### config.mk
export PLATFORM = sky130hd
export DESIGN_NAME = sar_adc_device_flat
export DESIGN_NICKNAME = d
export VERILOG_FILES = /design/src/hdl/sar_adc_pkg.sv /design/src/hdl/sar_adc_link_if.sv /design/src/hdl/sar_adc_device.sv /design/src/flat_wrapper.sv
export VERILOG_INCLUDE_DIRS = /design/src /design/src/hdl
export SDC_FILE = /design/constraint.sdc
export NUM_CORES = 1
export LEC_CHECK = 0
export BUFFER_PORTS_ARGS = -buffer_cell sky130_fd_sc_hd__buf_2
export CAP_MARGIN = 15
export CORE_MARGIN = 8
export CORE_UTILIZATION = 40
export DETAILED_ROUTE_END_ITERATION = 7
export GPL_TIMING_DRIVEN = 0
export HOLD_SLACK_MARGIN = 0.06
export PLACE_DENSITY_LB_ADDON = 0.1
export SLEW_MARGIN = 15
export SYNTH_ARGS = -nofsm -noshare
export SYNTH_HDL_FRONTEND = slang
export SYNTH_SLANG_ARGS = --single-unit
### constraint.sdc
create_clock -name sys_clk_in -period 2.2 [get_ports sys_clk_in]
set_input_delay 0 -clock sys_clk_in [delete_from_list [all_inputs] [get_ports sys_clk_in]]
set_output_delay 0 -clock sys_clk_in [all_outputs]
set_load 0.02 [all_outputs]
### src/hdl/sar_adc_cfg.svh
// Timing and format constants for the SAR converter readout link
`ifndef SAR_ADC_CFG_SVH
`define SAR_ADC_CFG_SVH
`define CLK_PERIOD_NS      10
`define CAL_DELAY_MS       40
`define CAL_TIME_MS        400
`define HOST_WAIT_MS       500
`define HOST_HOT_MS        55
`define CONV_TIME_NS       700
`define CONV_CYCLES        ((`CONV_TIME_NS + `CLK_PERIOD_NS - 1) / `CLK_PERIOD_NS)
`define MS_CYCLES(ms)      ((ms) * 1000000 / `CLK_PERIOD_NS)
`define WORD_BITS_HI       14
`define WORD_BITS_LO       12
`define SCLK_HALF_CYCLES   6
`define SYNC_MARGIN_CYCLES 8
`define CNT_W              32
`endif

### src/hdl/sar_adc_pkg.sv
// Types shared by both ends of the converter readout link
package sar_adc_pkg;
    typedef enum logic [2:0] {
        dev_power_wait,
        dev_calibrate,
        acquisition_phase,
        dev_convert
    } dev_state_t;
    typedef enum logic [2:0] {
        host_power_wait,
        host_idle,
        host_start,
        host_wait_conv,
        host_select,
        host_shift,
        host_done
    } host_state_t;
endpackage : sar_adc_pkg

### src/hdl/sar_adc_link_if.sv
// Serial pin bundle between converter and host controller
`timescale 1ns/10ps
interface sar_adc_link_if;
    logic conversion_start_select;
    logic sclk;
    logic sdo;
    logic sdi;
    modport device (input conversion_start_select, input sclk, input sdi, output sdo);
    modport host   (output conversion_start_select, output sclk, output sdi, input sdo);
endinterface : sar_adc_link_if

### src/hdl/sar_adc_device.sv
// Converter end: power-up calibration, conversion timing and serial result
`timescale 1ns/10ps
`include "sar_adc_cfg.svh"
module sar_adc_device
    import sar_adc_pkg::*;
#(
    parameter int        WORD_BITS  = `WORD_BITS_HI,
    parameter int        CAL_DELAY  = `MS_CYCLES(`CAL_DELAY_MS),
    parameter int        CAL_CYCLES = `MS_CYCLES(`CAL_TIME_MS)
) (
    input  wire logic                 sys_clk_in,
    input  wire logic                 reset_n_in,
    input  wire logic [15:0]          sample_in,
    input  wire logic                 over_range_in,
    output logic                      ready_out,
    output logic                      converting_out,
    sar_adc_link_if.device            link
);
    localparam logic [15:0] FULL = 16'((32'h1 << WORD_BITS) - 1);

    dev_state_t               state_r;
    logic [`CNT_W-1:0]        cnt_r;
    logic [2:0]               cs_sync_r;
    logic [2:0]               sck_sync_r;
    logic [15:0]              shift_r;
    logic [4:0]               bit_cnt_r;
    logic                     sdo_r;

    // Code clamp: saturate to full scale on over-range, else mask the straight binary code to WORD_BITS
    function automatic logic [15:0] clamp_code(input logic [15:0] s, input logic ovr);
        logic [15:0] c;
        c = s & FULL;
        if (ovr) begin
            c = FULL;
        end
        return c;
    endfunction : clamp_code

    wire cs_rise  = cs_sync_r[1] & ~cs_sync_r[2];
    wire cs_low   = ~cs_sync_r[1];
    wire sck_fall = ~sck_sync_r[1] & sck_sync_r[2];

    always_ff @(posedge sys_clk_in or negedge reset_n_in) begin
        if (!reset_n_in) begin
            cs_sync_r  <= 3'h0;
            sck_sync_r <= 3'h0;
        end else begin
            cs_sync_r  <= {cs_sync_r[1:0], link.conversion_start_select};
            sck_sync_r <= {sck_sync_r[1:0], link.sclk};
        end
    end

    always_ff @(posedge sys_clk_in or negedge reset_n_in) begin
        if (!reset_n_in) begin
            state_r <= dev_power_wait;
            cnt_r   <= '0;
        end else begin
            unique case (state_r)
                dev_power_wait: begin
                    if (cnt_r >= `CNT_W'(CAL_DELAY - 1)) begin
                        state_r <= dev_calibrate;
                        cnt_r   <= '0;
                    end else begin
                        cnt_r <= cnt_r + 1'b1;
                    end
                end
                dev_calibrate: begin
                    if (cnt_r >= `CNT_W'(CAL_CYCLES - 1)) begin
                        state_r <= acquisition_phase;
                        cnt_r   <= '0;
                    end else begin
                        cnt_r <= cnt_r + 1'b1;
                    end
                end
                acquisition_phase: begin
                    if (cs_rise) begin
                        state_r <= dev_convert;
                        cnt_r   <= '0;
                    end
                end
                dev_convert: begin
                    if (cnt_r >= `CNT_W'(`CONV_CYCLES - 1)) begin
                        state_r <= acquisition_phase;
                        cnt_r   <= '0;
                    end else begin
                        cnt_r <= cnt_r + 1'b1;
                    end
                end
                default: state_r <= dev_power_wait;
            endcase
        end
    end

    // Result capture at conversion end and serial shift on falling SCLK
    always_ff @(posedge sys_clk_in or negedge reset_n_in) begin
        if (!reset_n_in) begin
            shift_r   <= '0;
            bit_cnt_r <= '0;
            sdo_r     <= 1'b0;
        end else if (state_r == dev_convert && cnt_r >= `CNT_W'(`CONV_CYCLES - 1)) begin
            shift_r   <= clamp_code(sample_in, over_range_in) << (16 - WORD_BITS);
            bit_cnt_r <= '0;
            sdo_r     <= 1'b0;
        end else if (state_r == acquisition_phase && cs_low) begin
            sdo_r <= shift_r[15];
            if (sck_fall && bit_cnt_r < 5'(WORD_BITS)) begin
                shift_r   <= {shift_r[14:0], 1'b0};
                bit_cnt_r <= bit_cnt_r + 1'b1;
            end
        end else begin
            sdo_r <= 1'b0;
        end
    end

    always_ff @(posedge sys_clk_in or negedge reset_n_in) begin
        if (!reset_n_in) begin
            ready_out      <= 1'b0;
            converting_out <= 1'b0;
        end else begin
            ready_out      <= (state_r == acquisition_phase);
            converting_out <= (state_r == dev_convert);
        end
    end

    assign link.sdo = sdo_r;
endmodule : sar_adc_device

### src/flat_wrapper.sv
// flat-port wrapper written by rule: the top's interface ports become plain ports
module sar_adc_device_flat import sar_adc_pkg::*;
#(
    parameter int        WORD_BITS  = `WORD_BITS_HI,
    parameter int        CAL_DELAY  = `MS_CYCLES(`CAL_DELAY_MS),
    parameter int        CAL_CYCLES = `MS_CYCLES(`CAL_TIME_MS)
)
  (sys_clk_in, reset_n_in, sample_in, over_range_in, ready_out, converting_out, link_conversion_start_select, link_sclk, link_sdi, link_sdo);
  sar_adc_link_if link_i ();
  input  wire logic sys_clk_in;
  input  wire logic reset_n_in;
  input  wire logic [15:0] sample_in;
  input  wire logic over_range_in;
  output logic ready_out;
  output logic converting_out;
  input wire logic [$bits(link_i.conversion_start_select)-1:0] link_conversion_start_select;
  input wire logic [$bits(link_i.sclk)-1:0] link_sclk;
  input wire logic [$bits(link_i.sdi)-1:0] link_sdi;
  output wire logic [$bits(link_i.sdo)-1:0] link_sdo;
  assign link_i.conversion_start_select = link_conversion_start_select;
  assign link_i.sclk = link_sclk;
  assign link_i.sdi = link_sdi;
  assign link_sdo = link_i.sdo;
  sar_adc_device #(.WORD_BITS(WORD_BITS), .CAL_DELAY(CAL_DELAY), .CAL_CYCLES(CAL_CYCLES)) u_core (.sys_clk_in(sys_clk_in), .reset_n_in(reset_n_in), .sample_in(sample_in), .over_range_in(over_range_in), .ready_out(ready_out), .converting_out(converting_out), .link(link_i));
endmodule
## Yosys cells after proc, flatten, opt, wreduce, memory -nomap -nowiden

Index checks and enable logic that the tools add are counted.

- Order comparisons: 4
- Multiplexer cells: 19
- Add/sub/neg operators: 2
- Reductions and logical operators: 10
- Eq/ne operators: 7
- Bitwise operators: 5

Operator list:

| kind | number |
|---|---|
| 2-to-1 mux 32 bit | 4 |
| one-hot mux 32 bit (4 select lines) | 1 |
| 2-to-1 mux 16 bit | 3 |
| adder 32 x 1 -> 32 bit (second input constant) | 1 |
| greater-or-equal comparator 32 x 22 -> 1 bit (second input constant) | 1 |
| greater-or-equal comparator 32 x 26 -> 1 bit (second input constant) | 1 |
| greater-or-equal comparator 32 x 7 -> 1 bit (second input constant) | 1 |
| 2-to-1 mux 5 bit | 3 |
| 2-to-1 mux 14 bit | 1 |
| 2-to-1 mux 3 bit | 4 |
| one-hot mux 3 bit (4 select lines) | 1 |
| inequality test 2 x 1 -> 1 bit (second input constant) | 4 |
| == test 3 x 2 -> 1 bit (second input constant) | 2 |
| adder 5 x 1 -> 5 bit (second input constant) | 1 |
| < comparator 5 x 4 -> 1 bit (second input constant) | 1 |
| AND reduction 2 bit | 2 |
| AND reduction 4 bit | 1 |
| nonzero test 2 bit | 2 |
| nonzero test 4 bit | 1 |
| == test 3 x 1 -> 1 bit (second input constant) | 1 |
| logical AND 1 bit | 3 |
| zero test 3 bit | 1 |
| inverter 1 bit | 3 |
| AND 1 bit | 2 |
| 2-to-1 mux 1 bit | 2 |

- Bits of input ports: 22
- Word-level logic and storage cells: 56
- Flip-flop bits (word level): 65
- Output and inout bits: 3

## Depth between registers and ports, before layout

Gate-level depths: netlist (run 1).

- Depth after elaboration: 6
- Gate-level depth with buffers: 9
- Depth with buffers taken out: 8

## Least setup slack after synthesis (run 1)

No wires, ideal clock.

- Path type: register -> register
- From: reg u_core.cnt_r[30]
- To: reg u_core.cnt_r[0]
- Data required time: 2.075 ns
- Cell stages (with the launch flop): 7
- Data arrival time: 2.295 ns
- Slack: -0.220 ns
- Clock period less this slack: 2.420 ns
- Cells stage by stage: dfrtp_1 -> or4_4 -> or4_4 -> a2111oi_4 -> o32ai_2 -> or2_1 -> mux2_4

- Cells in the longest elaborated chain, start to end: 3

Ends and longest elaborated chain:

| item | RTL line | source |
|---|---|---|
| from (decl) | sar_adc_device.sv:22 | `` logic [`CNT_W-1:0] cnt_r; `` |
| from (signal assigned) | sar_adc_device.sv:64 | `cnt_r <= cnt_r + 1'b1;` |
| from (signal assigned) | sar_adc_device.sv:72 | `cnt_r <= cnt_r + 1'b1;` |
| from (signal assigned) | sar_adc_device.sv:86 | `cnt_r <= cnt_r + 1'b1;` |
| greater-or-equal comparator 32 x 7 -> 1 bit (tied with other cells) | sar_adc_device.sv:82 | `` if (cnt_r >= `CNT_W'(`CONV_CYCLES - 1)) begin `` |
| 2-to-1 mux 32 bit, on equally long branches | sar_adc_device.sv:82, sar_adc_device.sv:60, sar_adc_device.sv:68 |  |
| one-hot mux 32 bit (4 select lines) * | sar_adc_device.sv:58 | `unique case (state_r)` |

Mark *: on every way between the ends. The rest lies on a longest branch, timed or not.
A chain may end at the register's enable or synchronous reset.

## Worst setup path in the final report (run 1)

- From: reg u_core.cnt_r[30]
- To: reg u_core.cnt_r[16]

Same word-level chain as after synthesis.

==> flow_summary.rst, run 1 <==
.. list-table::
   :header-rows: 1

   * - Metric
     - Value
   * - Cells along the critical path
     - or4_4, or4_4, a2111oi_4, o32ai_4, nor2_4, buf_12, buf_8, nor2_2
   * - Via count
     - 2598
   * - Syn. warnings
     - 0
   * - Area after detailed placement
     - 3410 um2
   * - Average wire per cell in the routed design
     - roughly 15 um
   * - Number of DRC markers after the initial detailed-route iteration
     - 106
   * - Family with the most delay on the worst path
     - simple AND/OR/NAND/NOR gates
   * - Root buffer cell
     - sky130_fd_sc_hd__clkbuf_8
   * - Final-report hold violation count
     - 0
   * - H-tree levels
     - 3
   * - Worst rel slew slack
     - 0.5566
   * - Total power after layout
     - 2354 uW
   * - Flip-flop and latch area
     - 1559 um2
   * - Floorplan row count
     - 32
   * - Vertical extent of the die
     - 104.4 um
   * - Port-buffer cells
     - 21
   * - First-pass GRT wire length
     - 12450 um
   * - Setup repair after global routing missed its margin
     - true
   * - Clock slew at reported path FFs
     - 0.07 ns
   * - Sequential cell area fraction in the yosys report
     - 0.4960
   * - Total half-perimeter wirelength after legalization and detailed placement
     - between 4000 and 5000 um
   * - Max Cap Viol
     - 0
   * - Number of diodes
     - 0
   * - Asr flop ratio synth
     - 1.000
   * - GRT Overall Usage
     - 0.1392
   * - Crit path max-delay cell type
     - sky130_fd_sc_hd__or4_4
   * - Summed area of non-filler cells in the final layout
     - 4205 um2
   * - Largest buffer count on any clock path
     - 2
   * - EDFF count, synth
     - 0
   * - Starting Density
     - 0.4090
   * - Worst skew pair latency
     - roughly 0.34 ns
   * - Mean area per synthesized cell
     - 9.654 um2
   * - Tightest Hold Check Type
     - input pin to async pin
   * - Drt drc
     - 0
   * - Syn Std Cell Area
     - about 3100 um2
   * - CP endpoint kind
     - register
   * - Design internal power
     - 1839 uW
   * - Switching power
     - about 510 uW
   * - Initial antenna violation count
     - 0
   * - P&R area growth vs syn
     - 34.44%
   * - Peak supply drop
     - 335.2 uV
   * - CTS sink cnt
     - 62
   * - Netlist cell types
     - 50
   * - Proportion of power drawn by flip-flops and latches
     - 0.495
   * - Worst Reg2Reg Path Length in Cells
     - 8
   * - Final wirelength
     - 7387 um
   * - Final period utilization
     - 1.134
   * - Switching power share of the total
     - 0.2187
   * - Proportion of layout cells with a drive suffix above 1
     - 0.3050
   * - Routability Congestion
     - 0.7555
   * - Fin. max-slew vios
     - 0
   * - Post-route ant nets
     - 0
   * - First-pass detailed-route iteration total
     - 4
   * - Setup crit start
     - u_core.cnt_r[30]
   * - Endpoint required time on the critical path
     - 2.43 ns
   * - Maximum number of pins on one net before global-route repair
     - between 40 and 50
   * - Synthesized netlist cell count
     - 324
   * - Leakage power summed over all cells
     - 0.001829 uW
   * - Maximum operating frequency
     - 0.4009 GHz
   * - Post-layout net count
     - 421
   * - Worst flop-to-flop path endpoint
     - u_core.cnt_r[16]
   * - Synthesis-stage register bit count
     - 62
   * - Die X-Extent
     - 104.4 um
   * - Final setup skew
     - 0.009679 ns
   * - Most numerous cell on the critical path
     - sky130_fd_sc_hd__or4_4
   * - Reg-to-reg slack, setup
     - -0.29 ns
   * - Final setup violation count
     - 43
   * - Result of the run
     - finished with violations
   * - Number of top-level pins
     - 25
   * - Vias per cell
     - 5.175
   * - Total CTS buffers
     - 9
   * - Share of total power in combinational logic
     - 0.038
   * - Dominant cells by area after synthesis
     - sky130_fd_sc_hd__dfrtp_1 (50%), sky130_fd_sc_hd__nor2_1 (5.4%), sky130_fd_sc_hd__nand2_1 (5.0%), sky130_fd_sc_hd__xor2_1 (4.2%), sky130_fd_sc_hd__a31oi_1 (3.2%)
   * - Clock tree from TritonCTS
     - built
   * - Maximum net fanout on the critical path
     - 6
   * - Classification of the worst setup path
     - register to register
   * - Area of the multi-input gates
     - 1634 um2
   * - Transition at the pin with the smallest max-transition slack
     - approximately 0.66 ns
   * - Fraction of synthesized cell area taken by the top area cell type
     - 0.4960
   * - Kind of launch point of the worst setup path
     - register
   * - Library cell with the largest summed area after synthesis
     - sky130_fd_sc_hd__dfrtp_1
   * - Fill cell total of the finished layout
     - 683
   * - Net count of the mapped netlist
     - 350
   * - Crit path DAT
     - 2.72 ns
   * - Grt total ovfl
     - 0
   * - Ratio of total power to cell area
     - 559.8 nW/um2
   * - Crit path setup slack, layout
     - -0.2943 ns
   * - Relative contribution of the clock network to total power
     - 0.467
   * - Number of buffer and inverter stages on the critical path
     - 2
   * - Vias in the first global route
     - 2552
   * - Main synth FF type
     - sky130_fd_sc_hd__dfrtp_1
   * - Die footprint
     - 10910 um2
   * - Violated checks
     - negative setup slack
   * - Fin crit period
     - 2.494 ns
   * - Delay of the slowest cell on the worst path
     - 0.54 ns
   * - R2r startpoint
     - u_core.cnt_r[30]
   * - Core Area
     - 7647 um2
## layer usage
layer	vias to the layer above	global-route usage	wire, um
met5	-	0	0
met4	0	0.07342	161
met3	14	0.02726	248
met2	50	0.2013	3250
met1	1246	0.1909	3726
li1	1288	-	-
## how the worst max path moves through the flow
stage / endpoint / slack (ns) / depth (start not counted)
final: u_core.cnt_r[16] / -0.29 / 8
after global routing: u_core.cnt_r[0] / -0.41 / 6
after CTS: u_core.cnt_r[0] / -0.30 / 6
after detailed placement: u_core.cnt_r[31] / -0.38 / 7
after global placement: u_core.cnt_r[31] / -0.41 / 7
after floorplan: u_core.cnt_r[0] / -0.17 / 6
## power groups by stage
stage	sequential (uW)	clock [uW]	combinational (uW)
after floorplan	1190	0	15.8
after global placement	1190	0	58.0
after detailed placement	1190	0	65.5
after CTS	1160	1130	90.4
after global routing	1170	1170	102
final	1170	1100	88.7
## repair_timing
item / 4_1_cts / 5_1_grt
pin swaps: 11 / 8
hold buffers: 18 / 0
gates cloned: 1 / 2
endpoints found under the hold margin: 78 / 0
resized for setup: 23 / 54
setup buffers: 9 / 11
endpoints found under the setup margin: 52 / 52
## sequential cells by signal, summed over array words and instances, names as in the netlist
| register | cells |
|---|---|
| u_core.cnt_r | 32 |
| u_core.shift_r | 14 |
| u_core.bit_cnt_r | 5 |
| u_core.cs_sync_r | 3 |
| u_core.sck_sync_r | 3 |
| u_core.state_r | 2 |
| u_core.converting_out | 1 |
| u_core.link.sdo | 1 |
| u_core.ready_out | 1 |
## kinds of logic after synthesis
logic type / Yosys count / share of synthesized area
simple gates: 169 / 0.2680
buf+inv: 22 / 0.03920
mux: 1 / 0.004799
compound gates: 40 / 0.1032
xor+xnor: 26 / 0.07280
flops: 62 / 0.4960
fa+ha+maj: 4 / 0.01600
## through the flow
step | hold slack [ns] | worst slack [ns] | setup TNS, ns | utilization | cells
after global placement | 0.1081 | -0.4051 | -15.33 | 0.4419 | 447
after CTS | 0.07524 | -0.3029 | -8.628 | 0.5183 | 492
after floorplan | -0.2956 | -0.1696 | -1.885 | - | 324
after detailed placement | -0.1007 | -0.3809 | -14.97 | 0.4458 | 448
after global routing | 0.1087 | -0.4086 | -12.45 | 0.5499 | 502
final | 0.07798 | -0.2943 | -7.563 | 0.5499 | 502
## cells in the mapped netlist, drive strengths merged, types with 2 or more instances
cell     count
dfrtp       62
nor2        46
nand2       42
nor3        19
a31oi       16
xor2        15
nand3       14
xnor2       11
nand4        9
clkbuf       8
inv          7
and2         6
and3         6
buf          6
nor4         6
a2111oi      5
o21ai        5
ha           4
or4          4
nand2b       3
nor3b        3
a21oi        2
a41oi        2
and4         2
nor2b        2
o21bai       2
o22ai        2
or2          2
or2b         2
## placed cells by master (no fill, tap or decap), drive strengths merged, types with 4 or more instances in the layout
| master | instances |
|---|---|
| dfrtp | 62 |
| buf | 50 |
| nor2 | 46 |
| nand2 | 42 |
| nor3 | 19 |
| dlygate4sd3 | 18 |
| clkbuf | 17 |
| a31oi | 16 |
| xor2 | 15 |
| nand3 | 14 |
| xnor2 | 11 |
| nand4 | 9 |
| inv | 7 |
| and3 | 6 |
| and2 | 6 |
| nor4 | 6 |
| a2111oi | 5 |
| o21ai | 5 |
| ha | 4 |
| or4 | 4 |
## layout make-up
cell class / instances / share of cell area
well taps: 102 / 0.03035
clock inverters: 6 / 0.02053
inverters: 7 / 0.006248
plain buffers: 13 / 0.02678
multi-input cells: 240 / 0.3886
clock buffers: 10 / 0.03035
flip-flops and latches: 62 / 0.3707
repair buffers: 62 / 0.1265
Note: power is estimated with default switching activity, not from simulation.
==> run 2, diff against run 1 <==
--- a/config.mk
+++ b/config.mk
@@ -14,7 +14,9 @@
 export GPL_TIMING_DRIVEN = 0
 export HOLD_SLACK_MARGIN = 0.06
 export PLACE_DENSITY_LB_ADDON = 0.1
+export SETUP_SLACK_MARGIN = 0.3
 export SLEW_MARGIN = 15
 export SYNTH_ARGS = -nofsm -noshare
 export SYNTH_HDL_FRONTEND = slang
 export SYNTH_SLANG_ARGS = --single-unit
+export TNS_END_PERCENT = 1
==> run 2 against run 1 <==
Against the previous run:
- power grew 1.3%
- critical path depth is 2 lower
- critical path type unchanged
- clock power about the same
- the flow still finishes with violations (negative setup slack)
- global-route usage shrank 0.60 points
- largest cell class is now sequential cells
==> flow_summary.rst, run 2 (synthesized netlist as in run 1, its figures left out) <==
.. list-table::
   :header-rows: 1

   * - Metric
     - Value
   * - Result of the run
     - finished with violations
   * - Violated checks
     - negative setup slack
   * - Share of the core filled with cells in the final layout
     - 0.5083 (-0.04156)
   * - Cells along the critical path
     - or4_4, or4_4, a2111oi_4, o32ai_4, or2_1, mux2_4
   * - Post-layout net count
     - 407 (-3.3%)
   * - Final setup skew
     - 0.01538 ns (+0.005705 ns)
   * - Summed area of non-filler cells in the final layout
     - 3887 um2 (-7.6%)
   * - Total CTS buffers
     - 9 (unchanged)
   * - Kind of launch point of the worst setup path
     - register
   * - Clock slew at reported path FFs
     - 0.07 ns (about the same)
   * - Vias per cell
     - 5.215 (+0.77%)
   * - Maximum operating frequency
     - 0.4011 GHz (about the same)
   * - Proportion of power drawn by flip-flops and latches
     - 0.489 (-0.006)
   * - Root buffer cell
     - sky130_fd_sc_hd__clkbuf_8
   * - Final wirelength
     - 6984 um (-5.5%)
   * - Most utilized layer in the global route result
     - met2
   * - Clock tree from TritonCTS
     - built
   * - Number of diodes
     - 0 (unchanged)
   * - Fin. max-slew vios
     - 0 (unchanged)
   * - Delay of the slowest cell on the worst path
     - 0.55 ns (about the same)
   * - Vertical extent of the die
     - 104.4 um (unchanged)
   * - Setup repair after global routing missed its margin
     - true
   * - Tightest Hold Check Type
     - input pin to async pin
   * - Crit path DAT
     - 2.72 ns (about the same)
   * - Global routing usage on met1
     - 0.1856 (-0.005255)
   * - Crit path max-delay cell type
     - sky130_fd_sc_hd__or4_4
   * - P&R area growth vs syn
     - 24.28%
   * - Commonest cells after routing, fill and taps aside
     - sky130_fd_sc_hd__dfrtp_1 (62), sky130_fd_sc_hd__nor2_1 (45), sky130_fd_sc_hd__nand2_1 (42)
   * - Crit path setup slack, layout
     - -0.2930 ns (+0.001371 ns)
   * - Switching power
     - 539.7 uW (+4.8%)
   * - Number of top-level pins
     - 25 (unchanged)
   * - Relative contribution of the clock network to total power
     - 0.474 (+0.007)
   * - Max Cap Viol
     - 0 (unchanged)
   * - Most numerous cell on the critical path
     - sky130_fd_sc_hd__or4_4
   * - Number of DRC markers after the initial detailed-route iteration
     - 95 (-10%)
   * - CTS sink cnt
     - 62 (unchanged)
   * - Proportion of layout cells with a drive suffix above 1
     - 0.1788 (-0.1262)
   * - Peak supply drop
     - 367.0 uV (+9.5%)
   * - First-pass detailed-route iteration total
     - 5 (+1)
   * - Largest buffer count on any clock path
     - 2 (unchanged)
   * - Share of total power in combinational logic
     - 0.037 (about the same)
   * - Leakage power summed over all cells
     - 0.001784 uW (-2.5%)
   * - Average wire per cell in the routed design
     - 14.31 um (-2.7%)
   * - Largest regs
     - u_core.cnt_r x32, u_core.shift_r x14, u_core.bit_cnt_r x5
   * - Grt met3 use
     - 0.03160 (+0.004337)
   * - Vias in the first global route
     - 2417 (-5.3%)
   * - Drt drc
     - 0 (unchanged)
   * - Worst rel slew slack
     - 0.3679 (-0.1888)
   * - Worst skew pair latency
     - 0.35 ns (about the same)
   * - Number of cells in the design after placement
     - 448 (unchanged)
   * - Final period utilization
     - 1.133 (about the same)
   * - Maximum number of pins on one net before global-route repair
     - 47 (+2.2%)
   * - Endpoint required time on the critical path
     - 2.42 ns (about the same)
   * - Non-filler cells, final
     - 488 (-2.8%)
   * - Total half-perimeter wirelength after legalization and detailed placement
     - 4724 um (about the same)
   * - CP endpoint kind
     - register
   * - H-tree levels
     - 3 (unchanged)
   * - Design internal power
     - 1844 uW (+0.26%)
   * - Die X-Extent
     - 104.4 um (unchanged)
   * - GRT Overall Usage
     - 0.1333 (-0.005958)
   * - Via count
     - 2545 (-2.0%)
   * - Grt total ovfl
     - 0 (unchanged)
   * - Starting Density
     - 0.4090 (unchanged)
   * - Ratio of total power to cell area
     - 613.2 nW/um2 (+9.5%)
   * - Fin crit period
     - 2.493 ns (-0.001371 ns)
   * - Post-route ant nets
     - 0 (unchanged)
   * - Port-buffer cells
     - 21 (unchanged)
   * - Post-route worst hold slack
     - 0.07654 ns (-0.001437 ns)
   * - Commonest non-fill, non-tap cell in the layout
     - sky130_fd_sc_hd__dfrtp_1
   * - Area after detailed placement
     - 3402 um2 (-0.22%)
   * - Transition at the pin with the smallest max-transition slack
     - 0.9350 ns (+0.2760 ns)
   * - First-pass GRT wire length
     - 11900 um (-4.4%)
   * - Maximum net fanout on the critical path
     - 4 (-2)
   * - Core Area
     - 7647 um2 (unchanged)
   * - Final-report hold violation count
     - 0 (unchanged)
   * - Floorplan row count
     - 32 (unchanged)
   * - Routability Congestion
     - 0.7598 (+0.57%)
   * - Classification of the worst setup path
     - register to register
   * - Die footprint
     - 10910 um2 (unchanged)
   * - Switching power share of the total
     - 0.2264 (+0.007709)
   * - Number of flip-flops under the largest register name
     - 32 (unchanged)
   * - Initial antenna violation count
     - 0 (unchanged)
   * - Biggest register
     - u_core.cnt_r
   * - Final setup violation count
     - 48 (+12%)
   * - Met2 Usage GRT
     - 0.1917 (-0.009563)
[run 2: area by class of cell]
cell class	count	area, um2
fillers	739	3760
flip-flops and latches	62	1551
multi-input cells	240	1489
repair buffers	46	360.3
well taps	102	127.6
clock buffers	9	123.9
plain buffers	15	111.4
clock inverters	7	97.59
inverters	7	26.28
[run 2: per-layer routing]
layer	part of all wire	wire, um	vias to the layer above
met2	0.43	3015	41
li1	-	-	1256
met4	0.017	116	0
met3	0.031	215	11
met5	0	0	-
met1	0.52	3636	1237
[run 2: critical path: cells and delay by family, from the launching register on]
family,cells,cell delay (ns)
flops,1,0.39
mux,1,0.26
simple gates,3,1.26
compound gates,2,0.47
[run 2: worst paths after layout]
check,startpoint,to,slack (ns),cells after the start
setup reg to reg,u_core.cnt_r[30],u_core.cnt_r[0],-0.29,6
hold / removal,reset_n_in,u_core.cnt_r[12],0.08,2
setup / recovery,u_core.cnt_r[30],u_core.cnt_r[0],-0.29,6
min in group sys_clk_in,link_conversion_start_select,u_core.cs_sync_r[0],0.29,2
max in group asynchronous,reset_n_in,u_core.cnt_r[28],1.63,3
hold reg to reg,u_core.cs_sync_r[0],u_core.cs_sync_r[1],0.35,0
[run 2: timing repair]
action                                  in CTS  in global routing
pin swaps                                    4                  4
resized for setup                            7                  5
setup buffers                                5                  1
endpoints found under the setup margin      53                 53
hold buffers                                18                  0
endpoints found under the hold margin       78                  0
[run 2: power by group through the flow]
stage	logic (uW)	clock network, uW	registers, uW
CTS	90.8	1160	1160
global placement	58.9	0	1190
floorplan	15.8	0	1190
finish	88.3	1130	1160
detailed placement	66.2	0	1190
global route	101	1200	1170
[run 2: per-stage QoR]
stage	power, uW	TNS (ns)	setup slack (ns)
floorplan	1201	-2.152	-0.1702
global placement	1246	-15.72	-0.4321
detailed placement	1253	-15.35	-0.4156
CTS	2414	-8.852	-0.2976
global route	2467	-12.30	-0.3785
finish	2384	-7.043	-0.2930
==> run 3, diff against run 2 <==
--- a/config.mk
+++ b/config.mk
@@ -13,6 +13,7 @@
 export DETAILED_ROUTE_END_ITERATION = 7
 export GPL_TIMING_DRIVEN = 0
 export HOLD_SLACK_MARGIN = 0.06
+export MAX_ROUTING_LAYER = met4
 export PLACE_DENSITY_LB_ADDON = 0.1
 export SETUP_SLACK_MARGIN = 0.3
 export SLEW_MARGIN = 15
==> run 3 against run 2 <==
Against the previous run:
- the run still ends with negative setup slack left
- combinational power barely moved
- final cell count unchanged
- via count down 0.83%
- wire length shrank 0.26%
- critical path type unchanged
==> flow_summary.rst, run 3 (synthesized netlist as in run 1, its figures left out) <==
.. list-table::
   :header-rows: 1

   * - Metric
     - Value
   * - Result of the run
     - finished with violations
   * - Violated checks
     - negative setup slack
   * - Final period utilization
     - 1.133 (about the same)
   * - Flip-flop and latch area
     - 1551 um2 (unchanged)
   * - Endpoint required time on the critical path
     - 2.42 ns (about the same)
   * - Worst rel slew slack
     - 0.3746 (+0.006765)
   * - Final wirelength
     - 6966 um (-0.26%)
   * - Area of the multi-input gates
     - 1489 um2 (unchanged)
   * - Biggest register
     - u_core.cnt_r
   * - Share of total power in combinational logic
     - 0.037 (about the same)
   * - Worst skew pair latency
     - 0.35 ns (about the same)
   * - Final-report hold violation count
     - 0 (unchanged)
   * - Floorplan row count
     - 32 (unchanged)
   * - Kind of launch point of the worst setup path
     - register
   * - P&R area growth vs syn
     - 24.28% (unchanged)
   * - Crit path setup slack, layout
     - -0.2926 ns (+0.0003390 ns)
   * - Share of the core filled with cells in the final layout
     - 0.5083 (unchanged)
   * - First-pass detailed-route iteration total
     - 4 (-1)
   * - Routability Congestion
     - 0.7698 (+1.3%)
   * - Maximum operating frequency
     - 0.4012 GHz (about the same)
   * - Die X-Extent
     - 104.4 um (unchanged)
   * - Total half-perimeter wirelength after legalization and detailed placement
     - 4724 um (unchanged)
   * - Proportion of power drawn by flip-flops and latches
     - 0.489 (about the same)
   * - Family with the most delay on the worst path
     - simple AND/OR/NAND/NOR gates
   * - Total CTS buffers
     - 9 (unchanged)
   * - Commonest cells after routing, fill and taps aside
     - sky130_fd_sc_hd__dfrtp_1 (62), sky130_fd_sc_hd__nor2_1 (45), sky130_fd_sc_hd__nand2_1 (42)
   * - Starting Density
     - 0.4090 (unchanged)
   * - Classification of the worst setup path
     - register to register
   * - GRT Overall Usage
     - 0.1373 (+0.004040)
   * - H-tree levels
     - 3 (unchanged)
   * - Delay of the slowest cell on the worst path
     - 0.55 ns (about the same)
   * - Peak supply drop
     - 367.0 uV (about the same)
   * - Tightest Hold Check Type
     - input pin to async pin
   * - Total power after layout
     - 2381 uW (-0.12%)
   * - Vias per cell
     - 5.172 (-0.83%)
   * - Number of top-level pins
     - 25 (unchanged)
   * - Max Cap Viol
     - 0 (unchanged)
   * - Number of diodes
     - 0 (unchanged)
   * - Average wire per cell in the routed design
     - 14.27 um (-0.26%)
   * - CTS sink cnt
     - 62 (unchanged)
   * - Port-buffer cells
     - 21 (unchanged)
   * - Number of DRC markers after the initial detailed-route iteration
     - 87 (-8.4%)
   * - Core Area
     - 7647 um2 (unchanged)
   * - Drt drc
     - 0 (unchanged)
   * - Crit path max-delay cell type
     - sky130_fd_sc_hd__or4_4
   * - CP endpoint kind
     - register
   * - Grt total ovfl
     - 0 (unchanged)
   * - Switching power
     - 536.8 uW (-0.53%)
   * - Reg-to-reg slack, setup
     - -0.29 ns (about the same)
   * - Fin. max-slew vios
     - 0 (unchanged)
   * - Area after detailed placement
     - 3402 um2 (unchanged)
   * - Final setup skew
     - 0.01332 ns (-0.002063 ns)
   * - Switching power share of the total
     - 0.2255 (-0.0009271)
   * - Fill cell total of the finished layout
     - 739 (unchanged)
   * - Largest regs
     - u_core.cnt_r x32, u_core.shift_r x14, u_core.bit_cnt_r x5
   * - Design internal power
     - 1844 uW (about the same)
   * - Cells along the critical path
     - or4_4, or4_4, a2111oi_4, o32ai_4, or2_1, mux2_4
   * - Relative contribution of the clock network to total power
     - 0.474 (about the same)
   * - Vias in the first global route
     - 2407 (-0.41%)
   * - Number of buffer and inverter stages on the critical path
     - 0 (unchanged)
   * - Final setup violation count
     - 48 (unchanged)
   * - Ratio of total power to cell area
     - 612.4 nW/um2 (-0.12%)
   * - Initial antenna violation count
     - 0 (unchanged)
   * - Maximum net fanout on the critical path
     - 4 (unchanged)
   * - Via count
     - 2524 (-0.83%)
   * - Leakage power summed over all cells
     - 0.001784 uW (unchanged)
   * - Setup repair after global routing missed its margin
     - true
   * - Commonest non-fill, non-tap cell in the layout
     - sky130_fd_sc_hd__dfrtp_1
   * - Transition at the pin with the smallest max-transition slack
     - 0.9250 ns (-0.01001 ns)
   * - Most numerous cell on the critical path
     - sky130_fd_sc_hd__or4_4
   * - Fin crit period
     - 2.493 ns (-0.0003390 ns)
   * - Total negative setup slack
     - -7.006 ns (+0.03719 ns)
   * - Die footprint
     - 10910 um2 (unchanged)
   * - Proportion of layout cells with a drive suffix above 1
     - 0.1788 (unchanged)
   * - Maximum number of pins on one net before global-route repair
     - 47 (unchanged)
   * - Number of flip-flops under the largest register name
     - 32 (unchanged)
   * - Post-layout net count
     - 407 (unchanged)
   * - Number of cells in the design after placement
     - 448 (unchanged)
   * - Root buffer cell
     - sky130_fd_sc_hd__clkbuf_8
   * - Post-route ant nets
     - 0 (unchanged)
   * - Largest buffer count on any clock path
     - 2 (unchanged)
   * - Non-filler cells, final
     - 488 (unchanged)
   * - Clock tree from TritonCTS
     - built
   * - Clock slew at reported path FFs
     - 0.07 ns (about the same)
   * - Vertical extent of the die
     - 104.4 um (unchanged)
   * - Crit path DAT
     - 2.72 ns (about the same)
   * - First-pass GRT wire length
     - 11930 um (+0.29%)
   * - Summed area of non-filler cells in the final layout
     - 3887 um2 (unchanged)
[run 3: cell counts in the layout (fill, tap and decap cells not counted)]
No cell type changed its count.
[run 3: worst paths after layout]
| path | from | to | cells after the start |
|---|---|---|---|
| min reg2reg | u_core.cs_sync_r[0] | u_core.cs_sync_r[1] | 0 |
| min in group sys_clk_in | link_conversion_start_select | u_core.cs_sync_r[0] | 2 |
| max in group asynchronous | reset_n_in | u_core.cnt_r[28] | 3 |
| max reg2reg | u_core.cnt_r[30] | u_core.cnt_r[0] | 6 |
| min | reset_n_in | u_core.cnt_r[12] | 2 |
| max | u_core.cnt_r[30] | u_core.cnt_r[0] | 6 |
[run 3: layout make-up]
| type | count | area share |
|---|---|---|
| timing repair buffer | 46 | 0.09269 |
| buffer | 15 | 0.02865 |
| sequential | 62 | 0.3991 |
| clock buffer | 9 | 0.03186 |
| multi-input combinational | 240 | 0.3830 |
| inverter | 7 | 0.006759 |
| clock inverter | 7 | 0.02510 |
| tap | 102 | 0.03283 |
[run 3: repair_timing]
item,CTS,global route
hold buffers,18,0
setup endpoints to repair,53,53
setup buffers,5,1
pin swaps,4,4
endpoints found under the hold margin,78,0
gates resized for setup,7,5
[run 3: power groups by stage]
stage / Clock [uW] / Combinational (uW) / Sequential [uW]
4_1_cts: 1160 / 90.8 / 1160
5_1_grt: 1200 / 101 / 1170
3_5_place_dp: 0 / 66.2 / 1190
2_1_floorplan: 0 / 15.8 / 1190
6_report: 1130 / 88.3 / 1160
3_3_place_gp: 0 / 58.9 / 1190
[run 3: metal layers]
metal  track usage  wire (um)  vias to the layer above
met5             -          0                        -
met4       0.05584        117                        0
met3       0.03160        210                       11
met2        0.1899       2981                       40
met1        0.1879       3657                     1216
li1              -          -                     1257
[run 3: per-stage QoR]
stage | hold slack [ns] | worst slack (ns)
after floorplan | -0.2956 | -0.1702
after global placement | 0.1094 | -0.4321
after detailed placement | -0.1094 | -0.4156
after CTS | 0.08415 | -0.2976
after global routing | 0.1093 | -0.3785
final | 0.07661 | -0.2926
